==> config.mk <==
export PLATFORM = sky130hd
export DESIGN_NAME = tcc_capcmp
export DESIGN_NICKNAME = d
export VERILOG_FILES = /design/src/rtl/tcc_edge_filt.v /design/src/rtl/tcc_capcmp.v
export VERILOG_INCLUDE_DIRS = /design/src /design/src/rtl
export SDC_FILE = /design/constraint.sdc
export NUM_CORES = 1
export LEC_CHECK = 0
export ABC_AREA = 1
export CORE_ASPECT_RATIO = 2
export CORE_UTILIZATION = 69
export DETAILED_ROUTE_END_ITERATION = 16
export DONT_BUFFER_PORTS = 1
export HOLD_SLACK_MARGIN = 0.08
export PLACE_DENSITY_LB_ADDON = 0.3
export SYNTH_ARGS = -nofsm -noshare
export SYNTH_HDL_FRONTEND = slang
export SYNTH_SLANG_ARGS = --single-unit
==> constraint.sdc <==
create_clock -name clk_in -period 5.75 [get_ports clk_in]
set_clock_uncertainty 0.2 [all_clocks]
set_input_delay 0.2875 -clock clk_in [delete_from_list [all_inputs] [get_ports clk_in]]
set_output_delay 0.2875 -clock clk_in [all_outputs]
set_load 0.005 [all_outputs]
==> src/rtl/tcc_defs.vh <==
// constants and field positions for the 16-bit timer capture/compare unit
//
// Behaviour
// - a capture coinciding with a register read wins; that read value is undefined.
// - reading the main counter never captures into the second register.
// - while stopped, both trigger pins give no edges; their level is tracked once run has been seen.
// - one-shot pulse works only in free-running and clear-on-trigger-edge modes.
// - first trigger used as count clock blocks captures triggered by it.
// - capture on count clock falling edge; interrupt on next rising edge.
// - registers in compare mode may suppress captures.
// - pin high after reset with rising edge selected gives an edge at first start.
// - restart after stop with pin high reports no rising edge.
// - count-clock filter samples main clock; capture filter samples count clock.
// - an edge is accepted only after two consecutive samples at the valid level.
// - first trigger valid edge is a two-bit field at bits 4 and 5.
// - counter runs when run-mode bits are nonzero; 00 means stopped.
`ifndef TCC_DEFS_VH
`define TCC_DEFS_VH
// ==========================================
// run modes (run_mode_bit_high, run_mode_bit_low)
`define TCC_MODE_STOP 2'h0
`define TCC_MODE_FREE 2'h1
`define TCC_MODE_CLR_EDGE 2'h2
`define TCC_MODE_CLR_MATCH 2'h3
// ==========================================
// prescaler mode register fields
`define TCC_PRM_ES_LO 4
`define TCC_PRM_ES_HI 5
`define TCC_PRM_CKS_LO 0
`define TCC_PRM_CKS_HI 1
`define TCC_CKS_EDGE 2'h3
// ==========================================
// valid edge codes
`define TCC_EDGE_FALL 2'h0
`define TCC_EDGE_RISE 2'h1
`define TCC_EDGE_BOTH 2'h3
// ==========================================
// reset values
`define TCC_CNT_RST 16'h0000
`define TCC_CCR_RST 16'h0000
`define TCC_RDATA_RST 16'h0000
`define TCC_PRE_W 8
`endif

==> src/rtl/tcc_edge_filt.v <==
// sampled noise filter and edge detector for one trigger pin
`timescale 1ns/1ps
module tcc_edge_filt (
  input wire clk_in,
  input wire rstn_in,
  input wire pin_in,
  input wire sample_in,
  input wire run_in,
  input wire [1:0] edge_sel_in,
  output reg edge_out
);
`include "tcc_defs.vh"
  reg s1_r;
  reg s2_r;
  reg lvl_r;
  reg primed_r;
  wire rise;
  wire fall;
  // ==========================================
  // filter: level accepted after two matching samples
  assign rise = s1_r & s2_r & ~lvl_r;
  assign fall = ~s1_r & ~s2_r & lvl_r;
  always @(posedge clk_in or negedge rstn_in) begin
    if (!rstn_in) begin
      s1_r <= 1'b0;
      s2_r <= 1'b0;
      lvl_r <= 1'b0;
      primed_r <= 1'b0;
      edge_out <= 1'b0;
    end else begin
      edge_out <= 1'b0;
      if (!run_in) begin
        // stopped: pins ignored; level tracked only once run has been seen
        if (primed_r) begin
          lvl_r <= pin_in;
          s1_r <= pin_in;
          s2_r <= pin_in;
        end
      end else begin
        primed_r <= 1'b1; // lvl_r stays low until first start
        if (sample_in) begin
          s1_r <= pin_in;
          s2_r <= s1_r;
          if (rise || fall) begin
            lvl_r <= s1_r;
          end
          case (edge_sel_in)
            `TCC_EDGE_FALL: edge_out <= fall;
            `TCC_EDGE_RISE: edge_out <= rise;
            `TCC_EDGE_BOTH: edge_out <= rise | fall;
            default: edge_out <= 1'b0;
          endcase
        end
      end
    end
  end
endmodule

==> src/rtl/tcc_capcmp.v <==
// 16-bit timer/event counter capture and compare unit
`timescale 1ns/1ps
module tcc_capcmp #(
  parameter PRE_W = 8
) (
  input wire clk_in,
  input wire rstn_in,
  input wire trigger_input_first_in,
  input wire trigger_input_second_in,
  input wire run_mode_bit_low_in,
  input wire run_mode_bit_high_in,
  input wire [7:0] prescaler_mode_reg_in,
  input wire [1:0] second_edge_sel_in,
  input wire [1:0] ccr1_mode_in,
  input wire [1:0] ccr2_mode_in,
  input wire oneshot_en_in,
  input wire ccr1_wr_in,
  input wire ccr2_wr_in,
  input wire [15:0] wdata_in,
  input wire ccr1_rd_in,
  input wire ccr2_rd_in,
  input wire cnt_rd_in,
  output reg [15:0] main_counter_out,
  output reg [15:0] capcmp_reg_first_out,
  output reg [15:0] capcmp_reg_second_out,
  output reg [15:0] rdata_out,
  output reg capture_irq_first_out,
  output reg capture_irq_second_out,
  output reg match_irq_first_out,
  output reg match_irq_second_out,
  output reg overflow_out,
  output reg pulse_out
);
`include "tcc_defs.vh"
  // ccr mode field: bit0 = capture mode, bit1 = trigger source (0 second pin, 1 first pin)
  // ==========================================
  // reset and pin synchronisers
  reg rst_s1_r;
  reg rstn_r;
  reg t1_s1_r;
  reg t1_s2_r;
  reg t2_s1_r;
  reg t2_s2_r;
  always @(posedge clk_in or negedge rstn_in) begin
    if (!rstn_in) begin
      rst_s1_r <= 1'b0;
      rstn_r <= 1'b0;
    end else begin
      rst_s1_r <= 1'b1;
      rstn_r <= rst_s1_r;
    end
  end
  always @(posedge clk_in or negedge rstn_r) begin
    if (!rstn_r) begin
      t1_s1_r <= 1'b0;
      t1_s2_r <= 1'b0;
      t2_s1_r <= 1'b0;
      t2_s2_r <= 1'b0;
    end else begin
      t1_s1_r <= trigger_input_first_in;
      t1_s2_r <= t1_s1_r;
      t2_s1_r <= trigger_input_second_in;
      t2_s2_r <= t2_s1_r;
    end
  end
  // ==========================================
  // run mode and count clock
  wire [1:0] mode = {run_mode_bit_high_in, run_mode_bit_low_in};
  wire run = (mode != `TCC_MODE_STOP);
  wire [1:0] cks = prescaler_mode_reg_in[`TCC_PRM_CKS_HI:`TCC_PRM_CKS_LO];
  wire [1:0] es1 = prescaler_mode_reg_in[`TCC_PRM_ES_HI:`TCC_PRM_ES_LO];
  wire edge_clk = (cks == `TCC_CKS_EDGE);
  reg [PRE_W-1:0] pre_r;
  reg cclk_r;
  wire cclk_rise;
  wire cclk_fall;
  // prescaled count clock as a half-duty wave; cks picks the divider tap
  always @(posedge clk_in or negedge rstn_r) begin
    if (!rstn_r) begin
      pre_r <= {PRE_W{1'b0}};
      cclk_r <= 1'b0;
    end else if (!run) begin
      pre_r <= {PRE_W{1'b0}};
      cclk_r <= 1'b0;
    end else begin
      pre_r <= pre_r + {{(PRE_W-1){1'b0}}, 1'b1};
      cclk_r <= pre_r[cks];
    end
  end
  assign cclk_rise = ~cclk_r & pre_r[cks] & run;
  assign cclk_fall = cclk_r & ~pre_r[cks] & run;
  // ==========================================
  // trigger filters: first pin sampled on main clock when it is the count clock
  wire e1;
  wire e2;
  wire samp1 = edge_clk ? 1'b1 : cclk_fall;
  tcc_edge_filt u_filt1 (
    .clk_in(clk_in),
    .rstn_in(rstn_r),
    .pin_in(t1_s2_r),
    .sample_in(samp1),
    .run_in(run),
    .edge_sel_in(es1),
    .edge_out(e1)
  );
  tcc_edge_filt u_filt2 (
    .clk_in(clk_in),
    .rstn_in(rstn_r),
    .pin_in(t2_s2_r),
    .sample_in(cclk_fall),
    .run_in(run),
    .edge_sel_in(second_edge_sel_in),
    .edge_out(e2)
  );
  // ==========================================
  // capture decisions; pin-1 edges cannot capture while clocking the counter
  wire e1_cap = e1 & ~edge_clk;
  wire tick = edge_clk ? e1 : cclk_rise;
  wire cap1_evt = ccr1_mode_in[0] & (ccr1_mode_in[1] ? e1_cap : e2);
  wire cap2_evt = ccr2_mode_in[0] & (ccr2_mode_in[1] ? e1_cap : e2);
  reg hit1_r;
  reg hit2_r;
  reg cap1_pend_r;
  reg cap2_pend_r;
  reg osp_r;
  // filtered edge lands a cycle after its sample point, so it waits for the next fall
  wire cap1 = ccr1_mode_in[0] & cclk_fall & (hit1_r | cap1_evt);
  wire cap2 = ccr2_mode_in[0] & cclk_fall & (hit2_r | cap2_evt);
  // ==========================================
  // counter, capture registers and interrupts
  always @(posedge clk_in or negedge rstn_r) begin
    if (!rstn_r) begin
      main_counter_out <= `TCC_CNT_RST;
      capcmp_reg_first_out <= `TCC_CCR_RST;
      capcmp_reg_second_out <= `TCC_CCR_RST;
      capture_irq_first_out <= 1'b0;
      capture_irq_second_out <= 1'b0;
      match_irq_first_out <= 1'b0;
      match_irq_second_out <= 1'b0;
      overflow_out <= 1'b0;
      cap1_pend_r <= 1'b0;
      cap2_pend_r <= 1'b0;
      osp_r <= 1'b0;
      pulse_out <= 1'b0;
      hit1_r <= 1'b0;
      hit2_r <= 1'b0;
      rdata_out <= `TCC_RDATA_RST;
    end else begin
      capture_irq_first_out <= 1'b0;
      capture_irq_second_out <= 1'b0;
      match_irq_first_out <= 1'b0;
      match_irq_second_out <= 1'b0;
      overflow_out <= 1'b0;
      // pending edge dropped when the register leaves capture mode, no stale capture
      hit1_r <= (hit1_r | cap1_evt) & ~cclk_fall & ccr1_mode_in[0];
      hit2_r <= (hit2_r | cap2_evt) & ~cclk_fall & ccr2_mode_in[0];
      // capture is taken on the falling count edge; capture beats write
      if (cap1) begin
        capcmp_reg_first_out <= main_counter_out;
        cap1_pend_r <= 1'b1;
      end else if (ccr1_wr_in) begin
        capcmp_reg_first_out <= wdata_in;
      end
      if (cap2) begin // counter reads never reach here
        capcmp_reg_second_out <= main_counter_out;
        cap2_pend_r <= 1'b1;
      end else if (ccr2_wr_in) begin
        capcmp_reg_second_out <= wdata_in;
      end
      // irq waits for the next rising count edge
      if (cclk_rise && cap1_pend_r && !cap1) begin
        capture_irq_first_out <= 1'b1;
        cap1_pend_r <= 1'b0;
      end
      if (cclk_rise && cap2_pend_r && !cap2) begin
        capture_irq_second_out <= 1'b1;
        cap2_pend_r <= 1'b0;
      end
      if (!run) begin
        main_counter_out <= `TCC_CNT_RST;
        osp_r <= 1'b0;
        pulse_out <= 1'b0;
        cap1_pend_r <= 1'b0;
        cap2_pend_r <= 1'b0;
        hit1_r <= 1'b0;
        hit2_r <= 1'b0;
      end else begin
        if (mode == `TCC_MODE_CLR_EDGE && e1 && !edge_clk) begin
          main_counter_out <= `TCC_CNT_RST;
        end else if (tick) begin
          if (mode == `TCC_MODE_CLR_MATCH && main_counter_out == capcmp_reg_first_out) begin
            main_counter_out <= `TCC_CNT_RST;
          end else begin
            main_counter_out <= main_counter_out + 16'h0001;
            overflow_out <= (main_counter_out == 16'hffff);
          end
          match_irq_first_out <= ~ccr1_mode_in[0] & (main_counter_out == capcmp_reg_first_out);
          match_irq_second_out <= ~ccr2_mode_in[0] & (main_counter_out == capcmp_reg_second_out);
        end
        // one-shot: armed by pin-1 edge, set on second match, cleared on first match
        if (oneshot_en_in && mode != `TCC_MODE_CLR_MATCH) begin
          if (e1 && !osp_r) begin
            osp_r <= 1'b1;
          end
          if (tick && osp_r && main_counter_out == capcmp_reg_second_out) begin
            pulse_out <= 1'b1;
          end
          if (tick && osp_r && main_counter_out == capcmp_reg_first_out) begin
            pulse_out <= 1'b0;
            osp_r <= 1'b0;
          end
        end else begin
          pulse_out <= 1'b0;
          osp_r <= 1'b0;
        end
      end
      // read data; undefined on collision, here the pre-capture value
      if (ccr1_rd_in) begin
        rdata_out <= capcmp_reg_first_out;
      end else if (ccr2_rd_in) begin
        rdata_out <= capcmp_reg_second_out;
      end else if (cnt_rd_in) begin
        rdata_out <= main_counter_out;
      end
    end
  end
endmodule

==> impl_metrics.yaml <==
drt:
  drc: 0
  drt_iter0_markers: 582
  detail_route.wl_per_cell_um: 20.36
  vias: 5255
  wirelength_um: 16800
  route.antenna.remaining_nets: 0
  drtPass1Iterations: 8
  vias_per_cell: 6.370
grt:
  antenna_found_initial: 0
  grt_overflow: 0
  use_met3_pct: 13.50
  grt_pass1_vias: 5413
  busiest_layer: "met2"
  grt_usage_pct: 44.85
  use_met2_pct: 75.97
  grt_max_degree: 50
  grt_pass1_wl_um: 26520
  use_met1_pct: 43.17
power:
  pwr-share-comb_pct: 20.4
  peakVddDrop_v: 0.0002516
  design_power_total_mw: 1.835
  power_switching_mw: 0.6073
  p_per_area_nw_per_um2: 304.8
  clockPowerShare_pct: 32.9
  p_leak_nw: 3.013
  switching_share_pct: 33.09
  pwr-share-seq_pct: 46.7
  p_int_mw: 1.228
sta:
  final-hold-violation-count: 0
  finalMaxSlewViolations: 0
  period_share_pct: 66.13
  tightest_slew_ns: 0.9328
  slew_headroom_pct: 37.61
  finalSetupViolations: 0
  max_freq_mhz: 263.0
  setup_tns_ns: 0
  rsz0062_at_grt: "no"
  period_needed_ns: 3.802
setup_path:
  worst_setup_path_start_kind: "primary input"
  critPathMostFrequentCell: "dlygate4sd3_1"
  required_ns: 5.78
  cp_max_fo: 18
  path_class: "in -> reg"
  path_cells: "dlygate4sd3_1, nor2_1, dlygate4sd3_1, buf_4, inv_2, nand3_4, nor2_8, inv_6, nand3_1, dlygate4sd3_1, nand3_1, dlygate4sd3_1"
  critPathCaptureType: "flop"
  crit_buf_inv: 7
  crit_family: "buffers and inverters"
  cp_slowest_stage_delay_ns: 0.59
  slowest_stage: "dlygate4sd3_1"
  critPathLaunch: "run_mode_bit_low_in"
  rr_startpoint: "pre_r[2]"
  crit_arrival_ns: 3.83
yosys:
  ys_seq_area_share_pct: 45.03
  netlist_instances: 696
  synth_cell_types: 39
  synth.avg_cell_area_um2: 7.585
  syn-cell-area_um2: 5279
  synth-seq-cells: 95
  syn_nets: 740
  yosys_warnings: 0
clock_tree:
  htreeDepth: 3
  cts_made_buffers: 9
  cts_tree: "done"
  clkTransAtPathRegs_ns: 0.07
  cts_buffer_depth: 2
  cts_setup_buffers: 0
  clk_latency_ns: 0.35
  cts_sinks: 95
  cts_root_buffer: "clkbuf_16"
job:
  maxCapViolations: 0
hold_path:
  hold_class: "in -> reg"
  min_from: "prescaler_mode_reg_in[0]"
floorplanning:
  std_cell_rows: 44
  core_area_um2: 7322
  die_h_um: 125.7
  pin_count: 112
  die-area_um2: 8026
  start_util_pct: 72.10
  dieWidth_um: 63.85
final_layout:
  multi_input_area_um2: 2440
  areaGrowthSynthToFinish_pct: 14.08
  nNetsFinal: 772
  ff_latch_area_um2: 2381
  final_common_cell: "nand2_1"
  layout-drive-gt1-share_pct: 6.958
  antenna_cells: 0
  fillers: 466
  final_cell_mix: "nand2_1 (241), dfrtp_1 (94), nand3_1 (92)"
status:
  status: "finished, final reports clean"
placement:
  place.gp.congestion: 0.9434
  dp_hpwl_um: 10820
  io_buffers: 0
metal layers:
metal / share of wire (%) / wire length [um]
met1: 30 / 5084
met2: 52 / 8654
met3: 9.7 / 1630
met4: 8.5 / 1428
met5: 0 / 0
worst register-to-register path, delay by kind of cell, from the launching register on:
| family | cells | cell delay [ns] |
|---|---|---|
| DFF | 1 | 0.40 |
| and+or+nand+nor | 7 | 1.07 |
| buffers and inverters | 4 | 1.88 |
synth_stat cells:
master      n  area, um^2
or2_2       1       6.260
nor3_4      2       32.53
nor2_8      3       60.06
xor2_1      4       35.03
nand4_1     5       31.28
a21o_2      1       8.760
nor2_4      1       11.26
clkbuf_1    8       30.03
buf_2      14       70.07
buf_4       2       15.01
nor3_1      9       45.04
nand2_2     4       25.02
inv_2      11       41.29
o31ai_1     2       15.01
a31oi_1     1       6.260
inv_6       1       8.760
o221ai_1   15       131.4
nor2_2      2       12.51
buf_1       1       3.750
buf_6       4       45.04
and2_1      1       6.260
nand3b_1    1       7.510
a32oi_1     1       8.760
a21oi_1    10       50.05
o21ai_4     2       32.53
nor2_1     50       187.7
nand3_1    92       460.4
o311ai_0    1       8.760
conb_1      1       3.750
nor4_1      2       12.51
inv_1      62       232.7
xnor2_1    15       131.4
buf_8       1       15.01
nand3_4     2       35.03
o21ai_0    23       115.1
ha_1        2       25.02
nand3_2     3       30.03
dfrtp_1    95        2377
nand2_1   241       904.6
cell families after synthesis:
| group | Yosys count | synth area share (%) |
|---|---|---|
| buf+inv | 104 | 8.746 |
| compound gates | 56 | 7.135 |
| fa+ha+maj | 2 | 0.4740 |
| flops | 95 | 45.03 |
| other cells | 1 | 0.07104 |
| simple gates | 419 | 35.39 |
| xor+xnor | 19 | 3.152 |
what timing repair did:
item | CTS | global route
hold buffers | 49 | 0
gates resized for setup | 0 | 0
endpoints found under the hold margin | 50 | 0
sequential cells by signal, indices dropped and copies added (netlist names), 4 cells and up:
name and cells:
capcmp_reg_second_out 16, capcmp_reg_first_out 16, pre_r 4, rdata_out 16, main_counter_out 16
layout make-up:
type                    instances  area share (%)
clock buffers                  10           3.802
repair buffers                 51           8.394
multi-input cells             497           40.52
flip-flops and latches         95           39.54
clock inverters                 6           1.143
well taps                      92           1.911
inverters                      74           4.696
power by group through the flow:
stage | Combinational, mW | Clock (mW) | Sequential, mW
final | 0.375 | 0.604 | 0.857
after global routing | 0.414 | 0.633 | 0.866
after CTS | 0.358 | 0.606 | 0.852
after detailed placement | 0.311 | 0 | 0.864
after global placement | 0.294 | 0 | 0.859
after floorplan | 0.252 | 0 | 0.837
worst paths after layout:
kind                                            endpoint  slack (ns)  cells after the start
worst min register to register             rdata_out[11]        0.13                      0
worst max-delay path            capcmp_reg_second_out[8]        1.95                     12
worst min-delay path                              cclk_r        0.09                      4
worst max register to register  capcmp_reg_second_out[8]        2.09                     11
max in group asynchronous                       pre_r[1]        4.13                      1
min in group asynchronous                  rdata_out[11]        0.13                      0
stage by stage:
step                hold WS, ns  setup slack (ns)  util, %  cells  cell area, um^2
detailed placement      -0.2080             3.514    71.48    760             5234
global route             0.1320             1.879    82.25    825             6022
CTS                     0.09153             2.066    82.25    825             6022
floorplan               -0.2081             2.708        -    696             5279
global placement        -0.2080             3.528    71.48    760             5234
finish                  0.09462             1.948    82.25    825             6022
No activity file was read; power rests on OpenSTA's default activity.
